$ cat src/shared/dss_pkg.sv
// Package of constants and types for the decimal-unit state save and restore block
`default_nettype none
package dss_pkg;
  // Instruction word layout
  localparam int          INSN_W         = 24;
  localparam int          OPC_LSB        = 18;
  localparam int          SUB_LSB        = 15;
  localparam logic [5:0]  OPC_STATE      = 6'h38;  // Octal 70
  localparam logic [2:0]  SUB_LOAD       = 3'h6;
  localparam logic [2:0]  SUB_STORE      = 3'h7;
  localparam int          ADDR_W         = 15;
  // State word layout
  localparam int          WORD_W         = 24;
  localparam int          CC_LSB         = 0;
  localparam int          DEBCRED_BIT    = 2;
  localparam int          ZSUP_BIT       = 3;
  localparam int          FLOAT_BIT      = 4;
  localparam int          FCUR_BIT       = 5;
  localparam int          FPLUS_BIT      = 6;
  localparam int          FSTAR_BIT      = 7;
  localparam int          FFLT_BIT       = 8;
  localparam int          ZERO_BIT       = 9;
  localparam int          SIGN_BIT       = 10;
  localparam int          INTR_BIT       = 11;
  localparam int          CNT_LSB        = 12;
  localparam int          CNT_W          = 12;
  // Condition codes
  localparam logic [1:0]  CC_EQUAL       = 2'h0;
  localparam logic [1:0]  CC_FIRST_GT    = 2'h1;
  localparam logic [1:0]  CC_FIRST_LT    = 2'h2;
  // Reset values
  localparam logic [1:0]  CC_RESET       = 2'h0;
  localparam logic [9:0]  FLAGS_RESET    = 10'h000;
  localparam logic [11:0] CNT_RESET      = 12'h000;
  // Interrupt status bit positions
  localparam int          EV_LOAD        = 0;
  localparam int          EV_STORE       = 1;
  localparam int          EV_TRAP        = 2;
  localparam int          EV_W           = 3;
  // Register indices
  localparam logic [1:0]  REG_STATUS     = 2'h0;
  localparam logic [1:0]  REG_MASK       = 2'h1;
  localparam logic [1:0]  REG_STATE      = 2'h2;
  localparam logic [7:0]  STATUS_RESET   = 8'h00;
  localparam logic [7:0]  MASK_RESET     = 8'h00;

  typedef enum logic [1:0] {
    DSS_IDLE  = 2'b00,
    DSS_READ  = 2'b01,
    DSS_WRITE = 2'b11,
    DSS_DONE  = 2'b10
  } dss_state_t;
endpackage : dss_pkg
`default_nettype wire

$ cat src/hw/dss_decode.sv
// Instruction decoder for the load-state and store-state instructions
`default_nettype none
module dss_decode (
  input  wire logic [23:0] insn,
  input  wire logic        enable_sw,
  input  wire logic        monitor,
  output logic             is_load,
  output logic             is_store,
  output logic             do_exec,
  output logic             do_trap,
  output logic             do_noop,
  output logic [14:0]      addr
);
  logic hit;

  // Opcode and sub-code match; address taken as is with no indexing
  always_comb begin
    hit      = insn[23:dss_pkg::OPC_LSB] == dss_pkg::OPC_STATE;
    is_load  = hit && insn[17:dss_pkg::SUB_LSB] == dss_pkg::SUB_LOAD;
    is_store = hit && insn[17:dss_pkg::SUB_LSB] == dss_pkg::SUB_STORE;
    addr     = insn[dss_pkg::ADDR_W-1:0];
    do_exec  = (is_load || is_store) && enable_sw;
    do_trap  = (is_load || is_store) && !enable_sw && !monitor;
    do_noop  = (is_load || is_store) && !enable_sw && monitor;
  end
endmodule : dss_decode
`default_nettype wire

$ cat src/hw/dss_top.sv
// Decimal-unit state save and restore: load-state and store-state execution
//
// The implementer's own choices: the placing of the registers and the strobed register port.
`default_nettype none
module dss_top (
  input  wire logic        SYS_CLK,
  input  wire logic        SRST,
  // Instruction issue
  input  wire logic        INSN_VALID,
  input  wire logic [23:0] INSN_WORD,
  input  wire logic        ENABLE_SWITCH,
  input  wire logic        MONITOR_STATE,
  output logic             INSN_DONE,
  output logic             INSN_TRAP,
  output logic             BUSY,
  // Storage port
  output logic             STO_RD,
  output logic             STO_WR,
  output logic [14:0]      STO_ADDR,
  output logic [23:0]      STO_WDATA,
  input  wire logic        STO_ACK,
  input  wire logic [23:0] STO_RDATA,
  // Arithmetic side updates of the live state
  input  wire logic        UPD_VALID,
  input  wire logic [1:0]  UPD_CC,
  input  wire logic [9:0]  UPD_FLAGS,
  input  wire logic [11:0] UPD_COUNT,
  // Live state to the decimal unit
  output logic [1:0]       DEC_CC,
  output logic [9:0]       DEC_FLAGS,
  output logic [11:0]      DEC_COUNT,
  output logic             RESUME,
  // Register port
  input  wire logic [1:0]  REG_ADDR,
  input  wire logic [23:0] REG_WDATA,
  input  wire logic        REG_WR,
  input  wire logic        REG_RD,
  output logic [23:0]      REG_RDATA,
  output logic             IRQ
);
  typedef struct packed {
    dss_pkg::dss_state_t fsm;
    logic                is_load;
    logic [14:0]         addr;
    logic                sto_rd;
    logic                sto_wr;
    logic [23:0]         wdata;
    logic [1:0]          cc;
    logic [9:0]          flags;
    logic [11:0]         count;
    logic                resume;
    logic                done;
    logic                trap;
    logic [2:0]          status;
    logic [2:0]          mask;
    logic [23:0]         rdata;
  } dss_regs_t;

  dss_regs_t   st_reg;
  dss_regs_t   st_next;
  logic        dec_load;
  logic        dec_store;
  logic        dec_exec;
  logic        dec_trap;
  logic        dec_noop;
  logic [14:0] dec_addr;
  logic [23:0] image;
  logic [2:0]  ev;

  dss_decode u_decode (
    .insn      (INSN_WORD),
    .enable_sw (ENABLE_SWITCH),
    .monitor   (MONITOR_STATE),
    .is_load   (dec_load),
    .is_store  (dec_store),
    .do_exec   (dec_exec),
    .do_trap   (dec_trap),
    .do_noop   (dec_noop),
    .addr      (dec_addr)
  );

  // Live conditions packed into the shared word layout
  // Bits 6..8 hold edit forcing or compare results; one storage serves both
  assign image = {st_reg.count,
                  st_reg.flags,
                  st_reg.cc};

  // Next-state logic for the instruction sequencer, live state and registers
  always_comb begin
    st_next      = st_reg;
    st_next.done = 1'b0;
    st_next.trap = 1'b0;
    ev           = 3'h0;
    case (st_reg.fsm)
      dss_pkg::DSS_IDLE: begin
        if (INSN_VALID && dec_exec) begin
          st_next.is_load = dec_load;
          st_next.addr    = dec_addr;
          if (dec_load) begin
            st_next.sto_rd = 1'b1;
            st_next.fsm    = dss_pkg::DSS_READ;
          end else if (dec_store) begin
            st_next.sto_wr = 1'b1;
            st_next.wdata  = image;
            st_next.fsm    = dss_pkg::DSS_WRITE;
          end
        end else if (INSN_VALID && dec_trap) begin
          st_next.trap  = 1'b1;
          ev[dss_pkg::EV_TRAP] = 1'b1;
        end else if (INSN_VALID && dec_noop) begin
          st_next.done = 1'b1;
        end else if (UPD_VALID) begin
          // Arithmetic side may only update while idle and no state instruction is offered
          st_next.cc     = UPD_CC;
          st_next.flags  = UPD_FLAGS;
          st_next.count  = UPD_COUNT;
          st_next.resume = 1'b0;
        end
      end
      dss_pkg::DSS_READ: begin
        if (STO_ACK) begin
          st_next.sto_rd = 1'b0;
          st_next.cc     = STO_RDATA[dss_pkg::CC_LSB +: 2];
          st_next.flags  = STO_RDATA[dss_pkg::DEBCRED_BIT +: 10];
          st_next.count  = STO_RDATA[dss_pkg::CNT_LSB +: dss_pkg::CNT_W];
          st_next.resume = STO_RDATA[dss_pkg::INTR_BIT];
          ev[dss_pkg::EV_LOAD] = 1'b1;
          st_next.fsm    = dss_pkg::DSS_DONE;
        end
      end
      dss_pkg::DSS_WRITE: begin
        // Live state is untouched while storing
        if (STO_ACK) begin
          st_next.sto_wr = 1'b0;
          ev[dss_pkg::EV_STORE] = 1'b1;
          st_next.fsm    = dss_pkg::DSS_DONE;
        end
      end
      dss_pkg::DSS_DONE: begin
        st_next.done = 1'b1;
        st_next.fsm  = dss_pkg::DSS_IDLE;
      end
      default: begin
        st_next.fsm = dss_pkg::DSS_IDLE;
      end
    endcase

    // Register writes; a new event wins over a write-one clear
    if (REG_WR && REG_ADDR == dss_pkg::REG_STATUS) begin
      st_next.status = (st_reg.status & ~REG_WDATA[2:0]) | ev;
    end else begin
      st_next.status = st_reg.status | ev;
    end
    if (REG_WR && REG_ADDR == dss_pkg::REG_MASK) begin
      st_next.mask = REG_WDATA[2:0];
    end

    // Read data stands one cycle after the strobe
    st_next.rdata = 24'h000000;
    if (REG_RD) begin
      if (REG_ADDR == dss_pkg::REG_STATUS) begin
        st_next.rdata = {21'h000000, st_reg.status};
      end else if (REG_ADDR == dss_pkg::REG_MASK) begin
        st_next.rdata = {21'h000000, st_reg.mask};
      end else if (REG_ADDR == dss_pkg::REG_STATE) begin
        st_next.rdata = image;
      end else begin
        st_next.rdata = 24'h000000;
      end
    end
  end

  // State register with synchronous reset
  always_ff @(posedge SYS_CLK) begin
    if (SRST) begin
      st_reg        <= '0;
      st_reg.fsm    <= dss_pkg::DSS_IDLE;
      st_reg.cc     <= dss_pkg::CC_RESET;
      st_reg.flags  <= dss_pkg::FLAGS_RESET;
      st_reg.count  <= dss_pkg::CNT_RESET;
      st_reg.status <= dss_pkg::STATUS_RESET[2:0];
      st_reg.mask   <= dss_pkg::MASK_RESET[2:0];
    end else begin
      st_reg <= st_next;
    end
  end

  // Outputs
  assign INSN_DONE = st_reg.done;
  assign INSN_TRAP = st_reg.trap;
  assign BUSY      = st_reg.fsm != dss_pkg::DSS_IDLE;
  assign STO_RD    = st_reg.sto_rd;
  assign STO_WR    = st_reg.sto_wr;
  assign STO_ADDR  = st_reg.addr;
  assign STO_WDATA = st_reg.wdata;
  assign DEC_CC    = st_reg.cc;
  assign DEC_FLAGS = st_reg.flags;
  assign DEC_COUNT = st_reg.count;
  assign RESUME    = st_reg.resume;
  assign REG_RDATA = st_reg.rdata;
  assign IRQ       = |(st_reg.status & st_reg.mask);
endmodule : dss_top
`default_nettype wire

$ cat config.mk
export PLATFORM = sky130hd
export DESIGN_NAME = dss_top
export DESIGN_NICKNAME = d
export VERILOG_FILES = /design/src/shared/dss_pkg.sv /design/src/hw/dss_decode.sv /design/src/hw/dss_top.sv
export SDC_FILE = /design/constraint.sdc
export NUM_CORES = 1
export LEC_CHECK = 0
export BUFFER_PORTS_ARGS = -buffer_cell sky130_fd_sc_hd__buf_2
export CAP_MARGIN = 30
export CORE_MARGIN = 5
export CORE_UTILIZATION = 33
export CTS_CLUSTER_DIAMETER = 120
export DETAILED_ROUTE_END_ITERATION = 8
export GPL_ROUTABILITY_DRIVEN = 0
export PLACE_DENSITY = 0.65
export SKIP_CTS_REPAIR_TIMING = 1
export SYNTH_ARGS = -nofsm -noshare
export SYNTH_HDL_FRONTEND = slang
export SYNTH_SLANG_ARGS = --single-unit
$ cat constraint.sdc
create_clock -name SYS_CLK -period 1.9 [get_ports SYS_CLK]
set_input_delay 0 -clock SYS_CLK [delete_from_list [all_inputs] [get_ports SYS_CLK]]
set_output_delay 0 -clock SYS_CLK [all_outputs]
set_load 0.005 [all_outputs]
==> results.yml, run 1 <==
status:
  outcome: "finished, violations left"
  violations: "hold timing"
floorplanning:
  die_y_um: 124
  initial_core_util: 0.340
  dieArea_um2: 15500
  io_pins: 201
  die_w_um: 124
  rows: 41
  design.core.area_um2: 12700
timing:
  fin_crit_sh: 0.922
  maxSlewHeadroom: 0.504
  tns_ps: 0
  fin_skew_ps: 4.59
  final-hold-violation-count: 1
  fmax_mhz: 571
  tightestPinTransition_ps: 744
  worst_slack_ps: 149
  rsz0062_at_grt: "no"
  whs_ps: -13.9
  setup_violations: 0
  min_period_ps: 1750
  slew_violations: 0
detailed_routing:
  via_count: 3804
  dr_wl_met2_mm: 6.26
  highest_layer: "met4"
  drt_pass1_iterations: 4
  drt_iter0_drc: 194
  met3_length_um: 862
  wl_met1_mm: 5.24
  wl_per_cell_um: 15.6
  wirelength_mm: 12.7
  via_per_inst: 4.70
  drc: 0
  drtAntennaViolNets: 0
cts:
  htree_num_levels: 3
  ctsLongestPathBuffers: 2
  cts_tree: "done"
  clkSinkCount: 100
  cts_made_buffers: 9
  clockRootBuffer: "clkbuf_16"
  clock_latency_ps: 340
  clk_pin_slew_ps: 70
grt:
  grt_pass1_wl_mm: 18.0
  first_global_vias: 3383
  grt_start_max_net_pins: 69
  track_usage: 0.144
  globalRouteOverflowTotal: 0
  antenna_found_initial: 0
critical_path:
  crit_required_ps: 2090
  endpoint: "STO_ADDR[0]"
  crit_chain: "or2_2, or4_1, buf_4, nand2_1, a21oi_1"
  crit_start: "st_reg[99]"
  arrival_ps: 1940
  reg2regPathDepth: 5
  crit_fanout: 11
  crit_path_end_kind: "register"
  reg2reg_slack_ps: 150
  cp_slowest_cell: "or4_1"
  crit_type: "reg2reg"
  r2r-start: "st_reg[99]"
  cpPeakStageDelay_ps: 570
  cp-start-kind: "register"
  r2r-end: "STO_ADDR[0]"
min_path:
  min_path_type: "in2reg"
  hold_start: "UPD_COUNT[3]"
synth:
  synth_common_cells: "dfxtp_1 (100), buf_4 (87), nand2_1 (84), a21oi_1 (45), a32oi_1 (24)"
  synth_area_per_cell_um2: 9.08
  ys_types: 43
  syn_inst: 476
  synth_area_leader_cell: "dfxtp_1"
  async_flop_share: 0
  synth_edf_count: 0
  synth_area_leaders: "dfxtp_1 (46%), buf_4 (15%), nand2_1 (7.3%)"
  synthFlopType: "dfxtp_1"
  syn-num-nets: 583
  yosysSeqAreaShare: 0.463
  yosys_warnings: 0
  synth_top_area_frac: 0.463
  ys_seq_elements: 100
  syn_area_um2: 4320
  synthMostInstantiatedCell: "dfxtp_1"
final_layout:
  layout.nets: 740
  syn2layout_area_growth_pct: 32.8
  final_cell_area_um2: 5740
  drive_gt1_frac: 0.348
  antenna_cells: 0
place:
  dp_slack_ps: 170
  port_buffers: 179
  hpwl_mm: 8.52
  placedInstanceArea_um2: 4770
power:
  intPower_uw: 3280
  p_sw_frac: 0.241
  share_comb_of_total_power: 0.090
  max-vdd-ir-drop_uv: 555
  power_density_nw_per_um2: 754
  pwr-share-clk: 0.408
  p_switching_uw: 1040
  pwr-share-seq: 0.502
  p_leak_uw: 0.00257
run:
  drv_cap: 0
==> stage by stage <==
| step | utilization | power [uW] | hold WS [ps] | cells |
|---|---|---|---|---|
| 6_report | 0.451 | 4320 | -13.9 | 810 |
| 3_3_place_gp | 0.375 | 2490 | 200 | 727 |
| 5_1_grt | 0.451 | 4530 | 13.4 | 810 |
| 2_1_floorplan | - | 2370 | 88.3 | 476 |
| 4_1_cts | 0.398 | 4280 | -179 | 743 |
| 3_5_place_dp | 0.375 | 2490 | 201 | 727 |
==> area by class of cell <==
| cell class | instances | area (um2) |
|---|---|---|
| multi-input combinational | 254 | 1510 |
| inverter | 4 | 15.0 |
| fill | 1271 | 6990 |
| sequential | 100 | 2000 |
| timing repair buffer | 264 | 1700 |
| clock inverter | 7 | 67.6 |
| tap | 172 | 215 |
| clock buffer | 9 | 225 |
==> worst min-delay path by stage <==
| stage | cells after the start | end |
|---|---|---|
| floorplan | 1 | INSN_TRAP |
| global placement | 2 | INSN_TRAP |
| detailed placement | 2 | INSN_TRAP |
| CTS | 2 | INSN_TRAP |
| global route | 3 | DEC_FLAGS[3] |
| finish | 3 | DEC_COUNT[3] |
==> cell usage in the layout, fill, tap and decap left out, drive strengths merged, types with 2 or more instances in the layout <==
cell | Yosys | routed
and2 | 21 | 21
a32oi | 24 | 24
mux2i | 7 | 7
clkbuf | 22 | 9
dfxtp | 100 | 100
nand2 | 84 | 84
o2bb2ai | 23 | 23
nor2 | 15 | 15
nor2b | 2 | 2
inv | 4 | 7
nor3b | 2 | 2
o21ai | 2 | 2
dlygate4sd3 | 0 | 67
nand4 | 3 | 3
clkinv | 0 | 4
nor4 | 2 | 2
buf | 96 | 197
and4 | 2 | 2
a21oi | 46 | 46
==> metal layers <==
metal  vias to the layer above  track usage
li1                       1864            -
met5                         -            0
met1                      1760        0.174
met2                       154        0.236
met4                         0       0.0426
met3                        26       0.0596
==> power by group through the flow <==
stage | logic, uW | clock network (uW) | registers, uW
floorplan | 161 | 0 | 2200
global placement | 272 | 0 | 2220
detailed placement | 276 | 0 | 2220
CTS | 277 | 1830 | 2170
global route | 423 | 1930 | 2180
finish | 389 | 1770 | 2170
==> worst max-delay path, delay by kind of cell (launching register included) <==
family | cells | cell delay (ps)
AND/OR/NAND/NOR | 3 | 1000
flip-flops | 1 | 330
buffers and inverters | 1 | 200
AO/OA/AOI/OAI | 1 | 70
==> logic make-up (layout without fill, tap and decap cells) <==
kind of cell | count (synthesis) | after routing | share of synthesized area
mux | 8 | 8 | 0.0188
compound gates | 104 | 104 | 0.171
buf+inv | 122 | 284 | 0.187
flops | 100 | 100 | 0.463
simple gates | 142 | 142 | 0.160
(Power assumes the default switching activity.)
==> run 2, diff against run 1 <==
--- a/config.mk
+++ b/config.mk
@@ -12,7 +12,6 @@
 export CTS_CLUSTER_DIAMETER = 120
 export DETAILED_ROUTE_END_ITERATION = 8
 export GPL_ROUTABILITY_DRIVEN = 0
-export PLACE_DENSITY = 0.65
 export SKIP_CTS_REPAIR_TIMING = 1
 export SYNTH_ARGS = -nofsm -noshare
 export SYNTH_HDL_FRONTEND = slang
==> run 2 against run 1 <==
Compared with the run above: the run still ends with hold timing left; combinational power shrank 3%; cell count fell by 0.99%; die area stayed put; critical path type unchanged; largest cell class unchanged; register-to-register slack better by 80 ps.
==> results.yml, run 2 (synthesis results as in run 1) <==
timing:
  fin_crit_sh: 0.877
  slew_violations: 0
  final-hold-violation-count: 9
  fin_skew_ps: 8.08
  whs_ps: -41.5
  tns_ps: 0
  rsz0062_at_grt: "no"
  min_period_ps: 1670
  tightestPinTransition_ps: 540
  maxSlewHeadroom: 0.640
  setup_violations: 0
  fmax_mhz: 600
cts:
  clock_latency_ps: 340
  htree_num_levels: 3
  clockRootBuffer: "clkbuf_16"
  cts_made_buffers: 9
  clkSinkCount: 100
  ctsLongestPathBuffers: 2
  cts_tree: "done"
  clk_pin_slew_ps: 70
final_layout:
  layoutNonFillerInstCount: 802
  antenna_cells: 0
  utilization: 0.445
  mostFrequentLayoutCells: "buf_2 (179), dfxtp_1 (100), nand2_1 (84)"
  regArea_um2: 2000
  layout.nets: 732
  fillers: 1291
  multiInputGateArea_um2: 1510
  final_common_cell: "buf_2"
  drive_gt1_frac: 0.357
  syn2layout_area_growth_pct: 31.0
floorplanning:
  rows: 41
  die_y_um: 124
  design.core.area_um2: 12700
  io_pins: 201
  die_w_um: 124
  dieArea_um2: 15500
  initial_core_util: 0.340
place:
  hpwl_mm: 8.74
  port_buffers: 179
  placed_cells: 730
detailed_routing:
  via_count: 3722
  drtAntennaViolNets: 0
  drc: 0
  via_per_inst: 4.64
  drt_iter0_drc: 176
  wl_per_cell_um: 15.7
  drt_pass1_iterations: 4
  wirelength_mm: 12.6
status:
  outcome: "finished, violations left"
  violations: "hold timing"
grt:
  grt_start_max_net_pins: 49
  first_global_vias: 3495
  track_usage: 0.147
  grt_pass1_wl_mm: 18.4
  antenna_found_initial: 0
  globalRouteOverflowTotal: 0
critical_path:
  cp-start-kind: "register"
  crit_type: "reg2reg"
  reg2regPathDepth: 5
  crit_fanout: 7
  crit_path_end_kind: "register"
  arrival_ps: 1880
  crit_required_ps: 2110
power:
  max-vdd-ir-drop_uv: 443
  p_leak_uw: 0.00254
  power_density_nw_per_um2: 769
min_path:
  min_path_cells: 3
  min_path_type: "in2reg"
run:
  drv_cap: 0
[run 2: area by class of cell]
type                       count  share of cell area
timing repair buffer         256               0.287
sequential                   100               0.354
multi-input combinational    254               0.267
clock inverter                 7              0.0117
inverter                       4             0.00265
tap                          172              0.0380
clock buffer                   9              0.0398
[run 2: critical path, stage by stage, from the launching register on]
cell and delay [ps]:
dfxtp_1 300, or2_2 360, or4_1 570, buf_4 190, nand2_1 60, a21oi_1 60
[run 2: worst paths after layout]
check	startpoint	endpoint	slack, ps
worst max-delay path	st_reg[99]	STO_ADDR[13]	230
worst min-delay path	STO_RDATA[22]	DEC_COUNT[10]	-40
worst max register to register	st_reg[99]	STO_ADDR[13]	230
worst min register to register	STO_WDATA[1]	STO_WDATA[1]	450
[run 2: where the power goes]
| group | internal [uW] | switching [uW] | leakage (uW) | total (uW) |
|---|---|---|---|---|
| clock | 1020 | 786 | 0.000145 | 1800 |
| combinational | 218 | 161 | 0.00158 | 379 |
| sequential | 2130 | 36.3 | 0.000811 | 2170 |
| total | 3370 | 984 | 0.00254 | 4350 |
[run 2: per-stage QoR]
step | total power, uW | worst slack (ps) | hold slack [ps] | instance area, um2
2_1_floorplan | 2370 | 34.8 | 88.3 | 4320
3_5_place_dp | 2500 | 230 | 214 | 4810
6_report | 4350 | 234 | -41.5 | 5660
3_3_place_gp | 2500 | 243 | 201 | 4810
4_1_cts | 4320 | 215 | -154 | 5100
5_1_grt | 4550 | 112 | 0.166 | 5660
[run 2: metal layers]
layer,GRT usage,part of all wire
met2,0.236,0.48
met4,0.0651,0.029
met1,0.183,0.43
met3,0.0446,0.059
met5,0,0
==> run 3, diff against run 2 <==
--- a/config.mk
+++ b/config.mk
@@ -12,7 +12,9 @@
 export CTS_CLUSTER_DIAMETER = 120
 export DETAILED_ROUTE_END_ITERATION = 8
 export GPL_ROUTABILITY_DRIVEN = 0
+export GPL_TIMING_DRIVEN = 0
 export SKIP_CTS_REPAIR_TIMING = 1
 export SYNTH_ARGS = -nofsm -noshare
 export SYNTH_HDL_FRONTEND = slang
+export SYNTH_HIERARCHICAL = 1
 export SYNTH_SLANG_ARGS = --single-unit
==> run 3 against run 2 <==
Compared with the run above: the run still ends with hold timing left; clock-buffer cell count increased by 2; die area is 7.5% higher; critical path type unchanged; power increased by 4.8%; area after synthesis up 8.2%; global-route usage rose by 0.83 points; first-iteration DRC count shrank 4.5%; sequential share of layout area decreased by 4.9 points; cell count is 16% higher; non-clock buffer count rose by 89; sequential power is essentially flat; via count increased by 8.8%; core utilization up 2.8 points; critical endpoint is now STO_WDATA[20].
==> results.yml, run 3 <==
status:
  outcome: "finished, violations left"
  violations: "hold timing"
floorplanning:
  design.core.area_um2: 13900
  die_w_um: 129
  rows: 43
  dieArea_um2: 16600
  initial_core_util: 0.337
  die_y_um: 129
  io_pins: 201
cts:
  clk_pin_slew_ps: 70
  cts_tree: "done"
  ctsLongestPathBuffers: 2
  clkSinkCount: 100
  clock_latency_ps: 350
  htree_num_levels: 3
  clockRootBuffer: "clkbuf_16"
  cts_made_buffers: 9
detailed_routing:
  drt_iter0_drc: 168
  via_per_inst: 4.37
  drc: 0
  via_count: 4050
  drt_pass1_iterations: 5
  wirelength_mm: 13.6
  drtAntennaViolNets: 0
  wl_per_cell_um: 14.6
synth:
  synth_edf_count: 0
  synthMostInstantiatedCell: "buf_4"
  yosys_warnings: 6
  syn_inst: 517
  async_flop_share: 0
  ys_seq_elements: 100
  synth_common_cells: "buf_4 (102), dfxtp_1 (100), nand2_1 (87), a21oi_1 (47), nor2_1 (39)"
  synth_top_area_frac: 0.428
  synth_area_per_cell_um2: 9.04
  syn-num-nets: 624
  synth_area_leader_cell: "dfxtp_1"
  ys_types: 40
  synth_area_leaders: "dfxtp_1 (43%), buf_4 (16%), nand2_1 (7.0%)"
  synthFlopType: "dfxtp_1"
  yosysSeqAreaShare: 0.428
  syn_area_um2: 4670
timing:
  rsz0062_at_grt: "no"
  whs_ps: -28.0
  fin_crit_sh: 0.933
  maxSlewHeadroom: 0.523
  final-hold-violation-count: 7
  min_period_ps: 1770
  setup_violations: 0
  tightestPinTransition_ps: 715
  fin_skew_ps: 10.4
  slew_violations: 0
  fmax_mhz: 564
place:
  hpwl_mm: 10.3
  port_buffers: 162
  placed_cells: 859
grt:
  grt_start_max_net_pins: 18
  first_global_vias: 3819
  globalRouteOverflowTotal: 0
  antenna_found_initial: 0
  track_usage: 0.156
  grt_pass1_wl_mm: 20.0
critical_path:
  crit_cells: 8
  crit_buf_inv: 4
  path_common_cell: "clkbuf_2"
  crit_path_end_kind: "register"
  crit_required_ps: 2180
  r2r-end: "STO_WDATA[20]"
  crit_chain: "clkbuf_2, nand4bb_1, clkbuf_2, nor3b_4, buf_4, clkbuf_4, nand2_1, a21oi_1"
  crit_type: "reg2reg"
  arrival_ps: 2050
  reg2regPathDepth: 8
  cp-start-kind: "register"
  reg2reg_slack_ps: 130
  crit_start: "st_reg[100]"
  cp_slowest_cell: "dfxtp_1"
  r2r-start: "st_reg[100]"
  critPathTopFamily: "buffers and inverters"
  cpPeakStageDelay_ps: 300
  crit_fanout: 10
power:
  power.total_uw: 4560
  power_density_nw_per_um2: 694
  p_leak_uw: 0.00309
  max-vdd-ir-drop_uv: 453
final_layout:
  mostFrequentLayoutCells: "buf_2 (167), buf_4 (107), dfxtp_1 (100)"
  layout.nets: 849
  syn2layout_area_growth_pct: 40.5
  final_common_cell: "buf_2"
  antenna_cells: 0
  fillers: 1340
  drive_gt1_frac: 0.466
  layoutNonFillerInstCount: 927
min_path:
  min_path_cells: 3
  min_path_type: "in2reg"
  worstHoldEndpoint: "DEC_FLAGS[6]"
  hold_start: "STO_RDATA[8]"
run:
  drv_cap: 0
[run 3: stage by stage]
step	setup TNS (ps)	utilization	cell area (um2)	setup WS, ps
6_report	0	0.473	6570	127
5_1_grt	0	0.473	6570	11.1
4_1_cts	-3940	0.434	6020	-220
3_5_place_dp	-15130	0.411	5710	-579
3_3_place_gp	-13300	0.411	5710	-533
2_1_floorplan	0	-	4670	119
[run 3: layout make-up]
cell class / instances / area, um2 / share of cell area
Buffer: 131 / 927 / 0.141
Tap cell: 180 / 225 / 0.0343
Clock inverter: 5 / 66.3 / 0.0101
Timing Repair Buffer: 214 / 1320 / 0.201
Multi-Input combinational cell: 280 / 1760 / 0.268
Inverter: 6 / 22.5 / 0.00343
Clock buffer: 11 / 243 / 0.0370
Sequential cell: 100 / 2000 / 0.305
[run 3: cells by family after synthesis]
logic type | after synthesis | share of synthesized area
muxes | 7 | 0.0150
AOI/OAI and AO/OA | 84 | 0.144
and+or+nand+nor | 189 | 0.215
buffers and inverters | 137 | 0.198
DFF | 100 | 0.428
[run 3: how the worst max path moves through the flow]
stage                    endpoint  slack [ps]
finish              STO_WDATA[20]         130
floorplan           STO_WDATA[13]         120
global route        STO_WDATA[20]          10
global placement    STO_WDATA[12]        -530
detailed placement   STO_WDATA[9]        -580
CTS                 STO_WDATA[11]        -220
[run 3: worst register-to-register path: stages (launching register included)]
cell and delay [ps]:
dfxtp_1 300, clkbuf_2 170, nand4bb_1 220, clkbuf_2 200, nor3b_4 180, buf_4 180
clkbuf_4 220, nand2_1 110, a21oi_1 130
[run 3: layer usage]
layer  wire (um)  global-route usage
met1        5670               0.194
met2        6530               0.258
met3        1160              0.0515
met4         198              0.0451
met5           0                   0
[run 3: where the power goes]
part           leakage (uW)  switching, uW  internal [uW]
sequential         0.000812           43.3           2140
combinational       0.00213            204            280
clock              0.000149            816           1080
